===== src/design/fic_pkg.sv =====
// Shared constants and types of the five-level interrupt controller
package fic_pkg;
    localparam int NumSrc = 13;
    typedef logic [3:0] fic_idx_t;
    typedef logic [2:0] fic_lvl_t;
    typedef logic [7:0] fic_byte_t;

    // Source order, lowest number wins a tie
    localparam fic_idx_t SrcPf = 4'h0;
    localparam fic_idx_t SrcExt0 = 4'h1;
    localparam fic_idx_t SrcTmr0 = 4'h2;
    localparam fic_idx_t SrcExt1 = 4'h3;
    localparam fic_idx_t SrcTmr1 = 4'h4;
    localparam fic_idx_t SrcSer0 = 4'h5;
    localparam fic_idx_t SrcTmr2 = 4'h6;
    localparam fic_idx_t SrcSer1 = 4'h7;
    localparam fic_idx_t SrcExt2 = 4'h8;
    localparam fic_idx_t SrcWd = 4'hc;
    localparam fic_lvl_t LvlPf = 3'h4;

    // Register offsets
    localparam fic_byte_t RegTmrCtl = 8'h88;
    localparam fic_byte_t RegExtFlags = 8'h91;
    localparam fic_byte_t RegSer0 = 8'h98;
    localparam fic_byte_t RegSer1 = 8'hc0;
    localparam fic_byte_t RegIntEn = 8'ha8;
    localparam fic_byte_t RegPrioLow = 8'hb8;
    localparam fic_byte_t RegPrioHigh = 8'hb9;
    localparam fic_byte_t RegTmr2Ctl = 8'hc8;
    localparam fic_byte_t RegWdPwr = 8'hd8;
    localparam fic_byte_t RegExtEn = 8'he8;
    localparam fic_byte_t RegExtPrioLow = 8'hf8;
    localparam fic_byte_t RegExtPrioHigh = 8'hf9;
    localparam fic_byte_t RegEvtStatus = 8'hfa;
    localparam fic_byte_t RegEvtMask = 8'hfb;
    localparam fic_byte_t RegInService = 8'hfc;
    localparam fic_byte_t RstVal = 8'h00;

    // Field positions
    localparam int TcEdge0 = 0;
    localparam int TcFlag0 = 1;
    localparam int TcEdge1 = 2;
    localparam int TcFlag1 = 3;
    localparam int TcTf0 = 5;
    localparam int TcTf1 = 7;
    localparam int ExfExt2 = 4;
    localparam int SerRx = 0;
    localparam int SerTx = 1;
    localparam int T2Exf = 6;
    localparam int T2Tf = 7;
    localparam int WdWdif = 3;
    localparam int WdPfi = 4;
    localparam int WdEpfi = 5;
    localparam int IeGlobal = 7;
    localparam int EieWd = 4;
    localparam int EvTake = 0;
    localparam int EvNest = 1;
    localparam int EvRet = 2;
    localparam int EvRetErr = 3;

    localparam fic_byte_t VecTable [NumSrc] = '{8'h33, 8'h03, 8'h0b,
        8'h13, 8'h1b, 8'h23, 8'h2b, 8'h3b, 8'h43, 8'h4b, 8'h53,
        8'h5b, 8'h63};

    function automatic fic_byte_t vecOf(input fic_idx_t idx);
        return (idx < 4'hd) ? VecTable[idx] : 8'h00;
    endfunction
endpackage


===== src/design/fic_arb_if.sv =====
// Request and winner signals between controller and arbiter
`timescale 1ns/1ps
interface fic_arb_if;
    logic [12:0] pending;
    fic_pkg::fic_lvl_t level [13];
    logic found;
    fic_pkg::fic_idx_t winIdx;
    fic_pkg::fic_lvl_t winLvl;

    modport ctrl (output pending, output level, input found,
        input winIdx, input winLvl);
    modport arb (input pending, input level, output found,
        output winIdx, output winLvl);
endinterface


===== src/design/fic_arbiter.sv =====
// Picks the highest level pending source, lowest order on a tie
`timescale 1ns/1ps
module fic_arbiter (
    input wire logic ref_clk,
    input wire logic reset,
    fic_arb_if.arb arb
);
    logic [12:0] tieMask;

    always_comb
    begin
        arb.found = 1'b0;
        arb.winIdx = 4'h0;
        arb.winLvl = 3'h0;
        for (int i = 0; i < fic_pkg::NumSrc; i++)
        begin
            // Strictly higher only, so the earlier source keeps a tie
            if (arb.pending[i] && (!arb.found || arb.level[i] > arb.winLvl))
            begin
                arb.found = 1'b1;
                arb.winIdx = 4'(i);
                arb.winLvl = arb.level[i];
            end
        end
    end

    // Earlier pending sources at the winning level
    always_comb
    begin
        for (int i = 0; i < fic_pkg::NumSrc; i++)
            tieMask[i] = arb.pending[i] && (arb.level[i] == arb.winLvl)
                && (4'(i) < arb.winIdx);
    end
endmodule // fic_arbiter


===== src/design/fic_irq_ctrl.sv =====
// Five-level interrupt controller: flags, enables, levels, vectoring
`timescale 1ns/1ps
module fic_irq_ctrl (
    input wire logic ref_clk,
    input wire logic reset,
    input wire logic ext0PinN,
    input wire logic ext1PinN,
    input wire logic pfDetect,
    input wire logic tmr0Ovf,
    input wire logic tmr1Ovf,
    input wire logic tmr2Ovf,
    input wire logic tmr2Ext,
    input wire logic ser0Rx,
    input wire logic ser0Tx,
    input wire logic ser1Rx,
    input wire logic ser1Tx,
    input wire logic [3:0] extHiEvt,
    input wire logic wdTimeout,
    input wire logic [7:0] regAddr,
    input wire logic [7:0] regWrData,
    input wire logic regWr,
    input wire logic regRd,
    output logic [7:0] regRdData,
    input wire logic vecAck,
    input wire logic retiDone,
    output logic intReq,
    output logic [7:0] vectorAddr,
    output fic_pkg::fic_lvl_t intLevel,
    output logic irqOut
);
    logic [7:0] tmrCtl_q, tmrCtl_d, extFlags_q, extFlags_d;
    logic [7:0] ser0Ctl_q, ser0Ctl_d, ser1Ctl_q, ser1Ctl_d;
    logic [7:0] tmr2Ctl_q, tmr2Ctl_d, wdCtl_q, wdCtl_d;
    logic [7:0] intEn_q, prioLow_q, prioHigh_q;
    logic [7:0] extEn_q, extPrioLow_q, extPrioHigh_q;
    logic [7:0] evtStatus_q, evtStatus_d, evtMask_q, evtSet;
    logic [7:0] rdMux_d, regRdData_q, vectorAddr_q;
    logic ext0Prev_q, ext1Prev_q, ext0Fall, ext1Fall;
    logic edge0, edge1, globalEn, taken, canTake, active;
    logic intReq_q;
    fic_pkg::fic_idx_t winIdx_q;
    fic_pkg::fic_lvl_t winLvl_q, curLvl;
    logic [4:0] inService;

    fic_arb_if arb ();

    function automatic logic [7:0] bitAt(input logic en, input int pos);
        logic [7:0] m;
        m = 8'h00;
        m[pos[2:0]] = en;
        return m;
    endfunction

    // Hardware set wins over any clear in the same cycle
    function automatic logic [7:0] flagNext(input logic [7:0] q,
        input logic hit, input logic [7:0] wd, input logic [7:0] clr,
        input logic [7:0] set);
        return (((hit ? wd : q) & ~clr) | set);
    endfunction

    function automatic logic wrHit(input logic [7:0] a);
        return regWr && (regAddr == a);
    endfunction

    function automatic logic ackOf(input fic_pkg::fic_idx_t s);
        return taken && (winIdx_q == s);
    endfunction

    assign edge0 = tmrCtl_q[fic_pkg::TcEdge0];
    assign edge1 = tmrCtl_q[fic_pkg::TcEdge1];
    assign globalEn = intEn_q[fic_pkg::IeGlobal];
    assign ext0Fall = ext0Prev_q & ~ext0PinN;
    assign ext1Fall = ext1Prev_q & ~ext1PinN;
    assign taken = vecAck && intReq_q;

    always_ff @(posedge ref_clk or posedge reset)
    begin
        if (reset)
        begin
            ext0Prev_q <= 1'b1;
            ext1Prev_q <= 1'b1;
        end
        else
        begin
            ext0Prev_q <= ext0PinN;
            ext1Prev_q <= ext1PinN;
        end
    end

    // Timer control: external and timer 0/1 flags
    always_comb
    begin
        tmrCtl_d = flagNext(tmrCtl_q, wrHit(fic_pkg::RegTmrCtl), regWrData,
            bitAt(ackOf(fic_pkg::SrcExt0) && edge0, fic_pkg::TcFlag0)
            | bitAt(ackOf(fic_pkg::SrcExt1) && edge1, fic_pkg::TcFlag1)
            | bitAt(ackOf(fic_pkg::SrcTmr0), fic_pkg::TcTf0)
            | bitAt(ackOf(fic_pkg::SrcTmr1), fic_pkg::TcTf1),
            bitAt(ext0Fall && edge0, fic_pkg::TcFlag0)
            | bitAt(ext1Fall && edge1, fic_pkg::TcFlag1)
            | bitAt(tmr0Ovf, fic_pkg::TcTf0)
            | bitAt(tmr1Ovf, fic_pkg::TcTf1));
        if (!edge0)
            tmrCtl_d[fic_pkg::TcFlag0] = ~ext0PinN;
        if (!edge1)
            tmrCtl_d[fic_pkg::TcFlag1] = ~ext1PinN;
    end

    // Flags below are cleared only by software writes
    always_comb
    begin
        extFlags_d = flagNext(extFlags_q, wrHit(fic_pkg::RegExtFlags),
            regWrData, 8'h00, {4'h0, extHiEvt} << fic_pkg::ExfExt2);
        ser0Ctl_d = flagNext(ser0Ctl_q, wrHit(fic_pkg::RegSer0), regWrData,
            8'h00, bitAt(ser0Rx, fic_pkg::SerRx)
            | bitAt(ser0Tx, fic_pkg::SerTx));
        ser1Ctl_d = flagNext(ser1Ctl_q, wrHit(fic_pkg::RegSer1), regWrData,
            8'h00, bitAt(ser1Rx, fic_pkg::SerRx)
            | bitAt(ser1Tx, fic_pkg::SerTx));
        tmr2Ctl_d = flagNext(tmr2Ctl_q, wrHit(fic_pkg::RegTmr2Ctl),
            regWrData, 8'h00, bitAt(tmr2Ovf, fic_pkg::T2Tf)
            | bitAt(tmr2Ext, fic_pkg::T2Exf));
        wdCtl_d = flagNext(wdCtl_q, wrHit(fic_pkg::RegWdPwr), regWrData,
            8'h00, bitAt(pfDetect, fic_pkg::WdPfi)
            | bitAt(wdTimeout, fic_pkg::WdWdif));
    end

    always_ff @(posedge ref_clk or posedge reset)
    begin
        if (reset)
        begin
            tmrCtl_q <= fic_pkg::RstVal;
            extFlags_q <= fic_pkg::RstVal;
            ser0Ctl_q <= fic_pkg::RstVal;
            ser1Ctl_q <= fic_pkg::RstVal;
            tmr2Ctl_q <= fic_pkg::RstVal;
            wdCtl_q <= fic_pkg::RstVal;
        end
        else
        begin
            tmrCtl_q <= tmrCtl_d;
            extFlags_q <= extFlags_d;
            ser0Ctl_q <= ser0Ctl_d;
            ser1Ctl_q <= ser1Ctl_d;
            tmr2Ctl_q <= tmr2Ctl_d;
            wdCtl_q <= wdCtl_d;
        end
    end

    // Enable and level registers
    always_ff @(posedge ref_clk or posedge reset)
    begin
        if (reset)
        begin
            intEn_q <= fic_pkg::RstVal;
            prioLow_q <= fic_pkg::RstVal;
            prioHigh_q <= fic_pkg::RstVal;
            extEn_q <= fic_pkg::RstVal;
            extPrioLow_q <= fic_pkg::RstVal;
            extPrioHigh_q <= fic_pkg::RstVal;
            evtMask_q <= fic_pkg::RstVal;
        end
        else
        begin
            if (wrHit(fic_pkg::RegIntEn))
                intEn_q <= regWrData;
            if (wrHit(fic_pkg::RegPrioLow))
                prioLow_q <= regWrData;
            if (wrHit(fic_pkg::RegPrioHigh))
                prioHigh_q <= regWrData;
            if (wrHit(fic_pkg::RegExtEn))
                extEn_q <= regWrData;
            if (wrHit(fic_pkg::RegExtPrioLow))
                extPrioLow_q <= regWrData;
            if (wrHit(fic_pkg::RegExtPrioHigh))
                extPrioHigh_q <= regWrData;
            if (wrHit(fic_pkg::RegEvtMask))
                evtMask_q <= regWrData;
        end
    end

    // Gated requests and their levels, in natural order
    always_comb
    begin
        arb.pending[0] = wdCtl_q[fic_pkg::WdPfi]
            && wdCtl_q[fic_pkg::WdEpfi];
        arb.pending[1] = tmrCtl_q[fic_pkg::TcFlag0] && intEn_q[0];
        arb.pending[2] = tmrCtl_q[fic_pkg::TcTf0] && intEn_q[1];
        arb.pending[3] = tmrCtl_q[fic_pkg::TcFlag1] && intEn_q[2];
        arb.pending[4] = tmrCtl_q[fic_pkg::TcTf1] && intEn_q[3];
        arb.pending[5] = (ser0Ctl_q[fic_pkg::SerRx]
            || ser0Ctl_q[fic_pkg::SerTx]) && intEn_q[4];
        arb.pending[6] = (tmr2Ctl_q[fic_pkg::T2Tf]
            || tmr2Ctl_q[fic_pkg::T2Exf]) && intEn_q[5];
        arb.pending[7] = (ser1Ctl_q[fic_pkg::SerRx]
            || ser1Ctl_q[fic_pkg::SerTx]) && intEn_q[6];
        for (int k = 0; k < 4; k++)
            arb.pending[8 + k] = extFlags_q[fic_pkg::ExfExt2 + k]
                && extEn_q[k];
        arb.pending[12] = wdCtl_q[fic_pkg::WdWdif]
            && extEn_q[fic_pkg::EieWd];
        arb.pending[12:1] = arb.pending[12:1] & {12{globalEn}};
        arb.level[0] = fic_pkg::LvlPf;
        for (int i = 1; i < 8; i++)
            arb.level[i] = {1'b0, prioHigh_q[i - 1],
                prioLow_q[i - 1]};
        for (int i = 8; i < 13; i++)
            arb.level[i] = {1'b0, extPrioHigh_q[i - 8],
                extPrioLow_q[i - 8]};
    end

    fic_arbiter u_arb (
        .ref_clk(ref_clk),
        .reset(reset),
        .arb(arb)
    );

    fic_level_stack u_stack (
        .ref_clk(ref_clk),
        .reset(reset),
        .push(taken),
        .pushLvl(winLvl_q),
        .pop(retiDone),
        .inService(inService),
        .curLvl(curLvl),
        .active(active)
    );

    assign canTake = arb.found && (!active || arb.winLvl > curLvl);

    // Request to the core; drops for one cycle after each vector taken
    always_ff @(posedge ref_clk or posedge reset)
    begin
        if (reset)
        begin
            intReq_q <= 1'b0;
            winIdx_q <= 4'h0;
            winLvl_q <= 3'h0;
            vectorAddr_q <= 8'h00;
        end
        else
        begin
            intReq_q <= canTake && !taken;
            winIdx_q <= arb.winIdx;
            winLvl_q <= arb.winLvl;
            vectorAddr_q <= fic_pkg::vecOf(arb.winIdx);
        end
    end

    // Sticky events, cleared by reading the status register
    always_comb
    begin
        evtSet = bitAt(taken, fic_pkg::EvTake)
            | bitAt(taken && active, fic_pkg::EvNest)
            | bitAt(retiDone && active, fic_pkg::EvRet)
            | bitAt(retiDone && !active, fic_pkg::EvRetErr);
        evtStatus_d = evtStatus_q;
        if (regRd && regAddr == fic_pkg::RegEvtStatus)
            evtStatus_d = 8'h00;
        evtStatus_d = evtStatus_d | evtSet;
    end

    always_ff @(posedge ref_clk or posedge reset)
    begin
        if (reset)
            evtStatus_q <= fic_pkg::RstVal;
        else
            evtStatus_q <= evtStatus_d;
    end

    always_comb
    begin
        case (regAddr)
            fic_pkg::RegTmrCtl: rdMux_d = tmrCtl_q;
            fic_pkg::RegExtFlags: rdMux_d = extFlags_q;
            fic_pkg::RegSer0: rdMux_d = ser0Ctl_q;
            fic_pkg::RegSer1: rdMux_d = ser1Ctl_q;
            fic_pkg::RegIntEn: rdMux_d = intEn_q;
            fic_pkg::RegPrioLow: rdMux_d = prioLow_q;
            fic_pkg::RegPrioHigh: rdMux_d = prioHigh_q;
            fic_pkg::RegTmr2Ctl: rdMux_d = tmr2Ctl_q;
            fic_pkg::RegWdPwr: rdMux_d = wdCtl_q;
            fic_pkg::RegExtEn: rdMux_d = extEn_q;
            fic_pkg::RegExtPrioLow: rdMux_d = extPrioLow_q;
            fic_pkg::RegExtPrioHigh: rdMux_d = extPrioHigh_q;
            fic_pkg::RegEvtStatus: rdMux_d = evtStatus_q;
            fic_pkg::RegEvtMask: rdMux_d = evtMask_q;
            fic_pkg::RegInService: rdMux_d = {3'h0, inService};
            default: rdMux_d = 8'h00;
        endcase
    end

    always_ff @(posedge ref_clk or posedge reset)
    begin
        if (reset)
            regRdData_q <= 8'h00;
        else
            regRdData_q <= regRd ? rdMux_d : 8'h00;
    end

    assign regRdData = regRdData_q;
    assign intReq = intReq_q;
    assign vectorAddr = vectorAddr_q;
    assign intLevel = winLvl_q;
    assign irqOut = |(evtStatus_q & evtMask_q);
endmodule // fic_irq_ctrl


===== src/design/fic_level_stack.sv =====
// Tracks the levels in service for nesting and return
`timescale 1ns/1ps
module fic_level_stack (
    input wire logic ref_clk,
    input wire logic reset,
    input wire logic push,
    input wire fic_pkg::fic_lvl_t pushLvl,
    input wire logic pop,
    output logic [4:0] inService,
    output fic_pkg::fic_lvl_t curLvl,
    output logic active
);
    logic [4:0] inService_q;
    logic [4:0] popMask;
    logic [4:0] pushMask;

    function automatic fic_pkg::fic_lvl_t topBit(input logic [4:0] v);
        fic_pkg::fic_lvl_t r;
        r = 3'h0;
        for (int i = 0; i < 5; i++)
            if (v[i])
                r = 3'(i);
        return r;
    endfunction

    assign curLvl = topBit(inService_q);
    assign active = |inService_q;
    assign inService = inService_q;
    assign popMask = (pop && active) ? (5'h01 << curLvl) : 5'h00;
    assign pushMask = push ? (5'h01 << pushLvl) : 5'h00;

    // Return drops the newest level before a new entry lands
    always_ff @(posedge ref_clk or posedge reset)
    begin
        if (reset)
            inService_q <= 5'h00;
        else
            inService_q <= (inService_q & ~popMask) | pushMask;
    end
endmodule // fic_level_stack


===== config.mk =====
export PLATFORM = sky130hd
export DESIGN_NAME = fic_irq_ctrl
export DESIGN_NICKNAME = d
export VERILOG_FILES = /design/src/design/fic_pkg.sv /design/src/design/fic_arb_if.sv /design/src/design/fic_arbiter.sv /design/src/design/fic_irq_ctrl.sv /design/src/design/fic_level_stack.sv
export SDC_FILE = /design/constraint.sdc
export NUM_CORES = 1
export LEC_CHECK = 0
export CORE_UTILIZATION = 50
export CTS_CLUSTER_DIAMETER = 100
export DETAILED_ROUTE_END_ITERATION = 10
export DONT_BUFFER_PORTS = 1
export PLACE_DENSITY_LB_ADDON = 0.12
export REMOVE_ABC_BUFFERS = 1
export SYNTH_ARGS = -nofsm -noshare
export SYNTH_HDL_FRONTEND = slang
export SYNTH_SLANG_ARGS = --single-unit

===== constraint.sdc =====
create_clock -name ref_clk -period 16.6 [get_ports ref_clk]
set_clock_uncertainty 0.2 [all_clocks]
set_input_delay 1.66 -clock ref_clk [delete_from_list [all_inputs] [get_ports ref_clk]]
set_output_delay 1.66 -clock ref_clk [all_outputs]
set_load 0.01 [all_outputs]

# == Yosys cells after proc, flatten, opt, wreduce, memory -nomap -nowiden ==
# Memory sizes are Yosys's and may differ from the RTL's. A register that Yosys moved wholly into a read port is not among the register bits.
# Cells that the tools add are included.
# totals
regBits,135
output_inout_bits,21
mem_bits_rw,0
romBits,128
inputBits,38
latchBits,0
n_memories,1
elab_cells,228
# op_classes
mux,55
n_eq_ne,19
reduce_logical,85
n_lt_le_gt_ge,13
n_div,0
shift,2
add_sub_neg,0
multipliers,0
bitwise,32
# memory_table
memory,depth,width,read_ports,rd_ports_with_merged_regs,write_ports,line,source
(name not given),16,8,1,1,0,fic_pkg.sv:66,return (idx < 4'hd) ? VecTable[idx] : 8'h00;
# op_table
operator,n
equality test 8 bit (second input constant),15
case mux 8 bit (15 select lines),1
two-way mux 8 bit,8
two-way mux 3 bit,18
logical AND 1 bit,53
greater-than comparator 2 x 3 -> 1 bit,12
OR 8 bit,3
two-way mux 4 bit,5
two-way mux 1 bit,17
bitwise AND 8 bit,2
logical OR 1 bit,16
OR 6 x 8 -> 8 bit,2
OR 8 x 2 -> 8 bit,2
zero test 1 bit,14
bitwise AND 12 bit,1
OR 4 x 6 -> 6 bit,2
two-way mux 5 bit,2
<< shifter 1 x 3 -> 5 bit (first input constant),2
equality test 4 x 2 -> 1 bit (second input constant),2
two-way mux 2 bit,4
NOT 8 bit,1
OR 2 x 4 -> 4 bit,2
OR 8 x 4 -> 8 bit,1
OR 8 x 5 -> 8 bit,1
other kinds (16),20

# == Depth between registers and ports, before layout ==
# logic_depth
word_depth,54
depth_mapped,87
depth_no_buf,82

# == Cells and area by module ==
# A second synthesis with hierarchy kept.
# hier_totals
hier_cells,841
area_unflattened_um2,8617.0
# by_module_without_submodules
mod,cells_each,seq_area_each_um2,area_per_inst_um2,instances
fic_irq_ctrl,543,3280.6,6423.7,1
fic_arbiter,269,0.0,1905.6,1
fic_level_stack,29,125.1,287.8,1

# == Worst setup path after synthesis ==
# No wires, ideal clock.
# synth_path
path_type,register to register
start,reg intEn_q[7]
end,"reg intReq_q, in the netlist intReq"
t_required_ps,16279
setup_slack_ps,2831
arrival_time_ps,13448
n_path_buf,3
period_less_slack_ps,13769
path_stages_with_launch,74
setup_ps,121
cell_sequence,dfrtp_1 -> buf_6 -> buf_8 -> and3_2 -> nand3_1 -> ha_1 -> nor2b_1 -> o211a_1 -> o211a_1 -> ha_1 -> nor2b_1 -> o211ai_1 -> a211oi_2 -> a21o_1 -> ha_1 -> nor2b_1 -> o211ai_1 -> a21oi_4 -> [... 38 more ...] -> ha_1 -> a21oi_1 -> o21ai_0 -> a21oi_1 -> and2_1 -> a21oi_1 -> ha_1 -> nor2b_1 -> o21ai_0 -> a21o_1 -> mux2_1 -> a31o_1 -> ha_1 -> a21o_1 -> a21oi_1 -> a31oi_1 -> o21ai_0 -> nor2_1
# synth_via
elab_chain_len,51
elab_cells_between_ends,74
classes_between,order compare: 12; mux: 24; bitwise: 1; reduce/logical: 37
# synth_lines
element,line,source
"start, declared",fic_irq_ctrl.sv:34,"logic [7:0] intEn_q, prioLow_q, prioHigh_q;"
"start signal, assigned",fic_irq_ctrl.sv:154,intEn_q <= fic_pkg::RstVal;
"start signal, assigned",fic_irq_ctrl.sv:165,intEn_q <= regWrData;
bitwise AND 12 bit (*),fic_irq_ctrl.sv:201,arb.pending[12:1] = arb.pending[12:1] & {12{globalEn}};
logical AND 1 bit,fic_arbiter.sv:18,if (arb.pending[i] && (!arb.found || arb.level[i] > arb.winLvl))
two-way mux 3 bit or two-way mux 1 bit (tied branches),fic_arbiter.sv:18,
greater-than comparator 2 x 3 -> 1 bit or zero test 1 bit (tied branches),fic_arbiter.sv:18,
logical OR 1 bit,fic_arbiter.sv:18,
logical AND 1 bit,fic_arbiter.sv:18,
two-way mux 3 bit or two-way mux 1 bit (tied branches),fic_arbiter.sv:18,
greater-than comparator 2 x 3 -> 1 bit or zero test 1 bit (tied branches),fic_arbiter.sv:18,
[... 36 more ...],--,
logical OR 1 bit,fic_arbiter.sv:18,
logical AND 1 bit,fic_arbiter.sv:18,
two-way mux 3 bit (*),fic_arbiter.sv:18,
via arb.winLvl[1],fic_arb_if.sv:8,fic_pkg::fic_lvl_t winLvl;
greater-than comparator 3 bit (*),fic_irq_ctrl.sv:228,assign canTake = arb.found && (!active || arb.winLvl > curLvl);
logical OR 1 bit (*),fic_irq_ctrl.sv:228,
logical AND 1 bit (*),fic_irq_ctrl.sv:228,
logical AND 1 bit (*),fic_irq_ctrl.sv:242,intReq_q <= canTake && !taken;
"end signal, assigned",fic_irq_ctrl.sv:242,
"end, declared",fic_irq_ctrl.sv:40,logic intReq_q;
# The timed path passes the listed nets; every way through them passes the cells marked *.
# A chain may end at the register's enable or synchronous reset.

# == Final worst setup path ==
# layout_path
start,reg wdCtl_q[5]
end,"reg intReq_q, in the netlist intReq"
# layout_via
elab_chain_len,54
elab_cells_between_ends,79
classes_between,order compare: 13; mux: 26; reduce/logical: 40
# layout_lines
element,line,source
"start, declared",fic_irq_ctrl.sv:33,"logic [7:0] tmr2Ctl_q, tmr2Ctl_d, wdCtl_q, wdCtl_d;"
"start signal, assigned",fic_irq_ctrl.sv:136,wdCtl_q <= fic_pkg::RstVal;
"start signal, assigned",fic_irq_ctrl.sv:145,wdCtl_q <= wdCtl_d;
logical AND 1 bit (*),fic_irq_ctrl.sv:185,&& wdCtl_q[fic_pkg::WdEpfi];
two-way mux 3 bit or two-way mux 1 bit (tied branches),fic_arbiter.sv:18,
greater-than comparator 2 x 3 -> 1 bit or zero test 1 bit (tied branches),fic_arbiter.sv:18,
logical OR 1 bit,fic_arbiter.sv:18,
logical AND 1 bit,fic_arbiter.sv:18,
two-way mux 3 bit or two-way mux 1 bit (tied branches),fic_arbiter.sv:18,
greater-than comparator 2 x 3 -> 1 bit or zero test 1 bit (tied branches),fic_arbiter.sv:18,
logical OR 1 bit,fic_arbiter.sv:18,
[... 39 more ...],--,
logical OR 1 bit,fic_arbiter.sv:18,
logical AND 1 bit,fic_arbiter.sv:18,
two-way mux 3 bit (*),fic_arbiter.sv:18,
via arb.winLvl[1],fic_arb_if.sv:8,
greater-than comparator 3 bit (*),fic_irq_ctrl.sv:228,
logical OR 1 bit (*),fic_irq_ctrl.sv:228,
logical AND 1 bit (*),fic_irq_ctrl.sv:228,
logical AND 1 bit (*),fic_irq_ctrl.sv:242,
# Marks and branches as above.

==> flow_summary.yaml <==
worst_setup_path:
  cpLargestDelayFamily: "compound AO/OA/AOI/OAI gates"
  crit_path_start_kind: "register"
  crit_buf_inv: 0
  ff2ff_path_depth: 71
  crit_cells: 71
  crit_required_ns: 16.71
  worstPathMaxFanout: 12
  cp-startpoint: "wdCtl_q[5]"
  critPathMaxStageDelay_ns: 0.47
  criticalPathCategory: "reg2reg"
  cp.arrival_ns: 15.65
  r2r_start: "wdCtl_q[5]"
  crit_path_top_delay_cell: "dfrtp_1"
  cp_common_cell: "ha_1"
  end_kind: "register"
cells_and_area:
  drive_gt1_share_pct: 24.8
  final_nets: 743
  layout_common_cells: "dfrtp_1, mux2_2, nand2_1"
  fin_cells: 873
  layout_commonest_cell: "dfrtp_1"
  finalInstanceArea_sq_um: 8270
  antenna_cells: 0
  syn2layout_area_growth_pct: 9.53
power:
  ir_drop_v: 0.0000832
  p_total_uw: 773
  power_density_nw_per_um2: 93.5
  p_leak_uw: 0.00375
clock_tree:
  cts_buffer_depth: 2
  clk_pin_slew_ns: 0.06
  cts_resized: 0
  clock_latency_ns: 0.43
  holdBufCountCts: 0
  root_buffer: "clkbuf_16"
  cts_sinks: 135
  cts_max_level: 4
  postCtsSetupBuffers: 0
  cts_made_buffers: 17
  tritoncts: "done"
drt:
  drtIter0Drc: 613
  viasPerCell: 6.71
  ant_nets: 0
  avgRoutedWirePerCell_microns: 25.2
  vias: 5860
  drcViolationCount: 11
  finalWirelength_microns: 22000
  drt_first_pass_iters: 8
logic_synthesis:
  syn_avg_cell_area_sq_um: 11.1
  synth_area_leaders: "dfrtp_1, mux2_2, ha_1"
  syn_area_sq_um: 7550
  yosysUniqueCellTypes: 88
  synth_edf_count: 0
  synth_top_area_cell: "dfrtp_1"
  synthCells: 677
  synth_ff_type: "dfrtp_1"
  synth-seq-cells: 135
  async_flop_share_pct: 100
  ys_seq_area_share_pct: 44.8
  ys_warn_count: 0
  synth_top_area_share_pct: 44.1
die:
  die-area_sq_um: 15600
  die_w_microns: 125
  io_pins: 59
  chipHeight_microns: 125
  start_util_pct: 51.5
  core_area_sq_um: 14600
  std_cell_rows: 44
global_route:
  grt_pass1_vias: 5778
  grt_overflow: 0
  grt_use_total_pct: 29.9
  grt_pass1_wl_microns: 34600
  grt_max_degree: 81
  antenna_found_initial: 0
sta:
  period_minus_slack_ns: 15.54
  hold_violations: 0
  rsz0062_at_grt: "no"
  drv_slew: 0
  fmax_mhz: 64.4
  worst_pin_slew_ns: 1.21
  whs_ns: 0.304
  maxSlewHeadroom_pct: 18.6
  setup_viol: 0
  min_period_over_period_pct: 93.6
  fin_setup_tns_ns: 0
worst_hold_path:
  holdPathStages: 1
  min_path_type: "reg2reg"
  hold_start: "extEn_q[7]"
placement:
  dpl.hpwl_microns: 15700
  gp_congestion: 0.891
  dpl_cell_area_sq_um: 7680
  dp.cells: 841
  port_buffers: 0
flow_run:
  max-cap-violations: 0
outcome:
  status: "finished with violations"
  violations: "DRC"
-- area by class of cell --
| type | instances | area [sq um] |
|---|---|---|
| clock buffers | 19 | 443 |
| clock inverters | 13 | 139 |
| fillers | 1272 | 6380 |
| inverters | 29 | 114 |
| multi-input cells | 487 | 3910 |
| flip-flops and latches | 135 | 3380 |
| well taps | 184 | 230 |
| repair buffers | 6 | 45.0 |
-- cells by family (layout without fill, tap and decap cells) --
logic type,count (synthesis),in the layout,synth area share [%]
AOI/OAI and AO/OA,185,185,19.6
and+or+nand+nor,172,172,12.7
DFF,135,135,44.8
muxes,98,98,14.5
buffers and inverters,56,67,3.53
adders and majority gates,29,29,4.81
other,2,3,0.0995
-- through the flow --
step / setup WS, ns / utilization [%]
after floorplan: 2.37 / -
after global placement: 1.92 / 52.5
after detailed placement: 1.27 / 52.5
after CTS: 1.22 / 56.4
after global routing: 0.0767 / 56.4
final: 1.06 / 56.4
-- power breakdown --
group          internal (uW)  switching, uW  total (uW)
sequential               344           14.2         358
combinational           20.0           25.7        45.7
clock                    215            155         369
total                    578            195         773
-- worst register-to-register path, delay by kind of cell, from the launching register on --
kind	cells	cell delay, ns
compound gates	38	7.34
flops	1	0.47
mux	1	0.36
fa+ha+maj	12	3.38
simple gates	20	3.65
-- synth_stat cells (all sizes together), types with 4 or more instances --
library cell / n
o21ai: 23
o211ai: 6
o21a: 6
nand3: 18
nor2: 26
dfrtp: 133
a22oi: 19
and2: 6
buf: 14
nand2: 46
nor2b: 14
mux2: 90
nand3b: 4
nand2b: 5
a221oi: 16
nand4: 6
a211oi: 10
ha: 29
clkbuf: 13
a31oi: 12
inv: 29
mux2i: 8
a21oi: 27
a211o: 16
and3: 14
nor3: 8
a21o: 8
or2: 7
nor4: 4
a22o: 13
or3: 6
-- flip-flops by register name (all words and copies together), names as in the netlist, 3 cells and up --
| register | count |
|---|---|
| evtMask_q | 8 |
| extEn_q | 8 |
| extFlags_q | 8 |
| extPrioHigh_q | 8 |
| extPrioLow_q | 8 |
| intEn_q | 8 |
| prioHigh_q | 8 |
| prioLow_q | 8 |
| regRdData | 8 |
| ser0Ctl_q | 8 |
| ser1Ctl_q | 8 |
| tmr2Ctl_q | 8 |
| tmrCtl_q | 8 |
| wdCtl_q | 8 |
| u_stack.inService | 5 |
| vectorAddr | 5 |
| evtStatus_q | 4 |
| intLevel | 3 |
| winIdx_q | 3 |
-- layer usage --
metal | wire, microns | up-vias | track usage, % | share of wire (%)
li1 | - | 2553 | - | -
met1 | 9440 | 2988 | 40.5 | 43
met2 | 10400 | 274 | 46.9 | 47
met3 | 1540 | 45 | 6.57 | 7.0
met4 | 652 | 0 | 11.6 | 3.0
met5 | 0 | - | 0 | 0
-- worst paths after layout --
check | slack [ns] | to
setup / recovery | 1.06 | intReq
min in group asynchronous | 1.01 | wdCtl_q[7]
max in group asynchronous | 13.98 | prioHigh_q[5]
hold reg to reg | 0.30 | extEn_q[7]
hold / removal | 0.30 | extEn_q[7]
setup reg to reg | 1.06 | intReq
No activity file was read; power rests on OpenSTA's default activity.
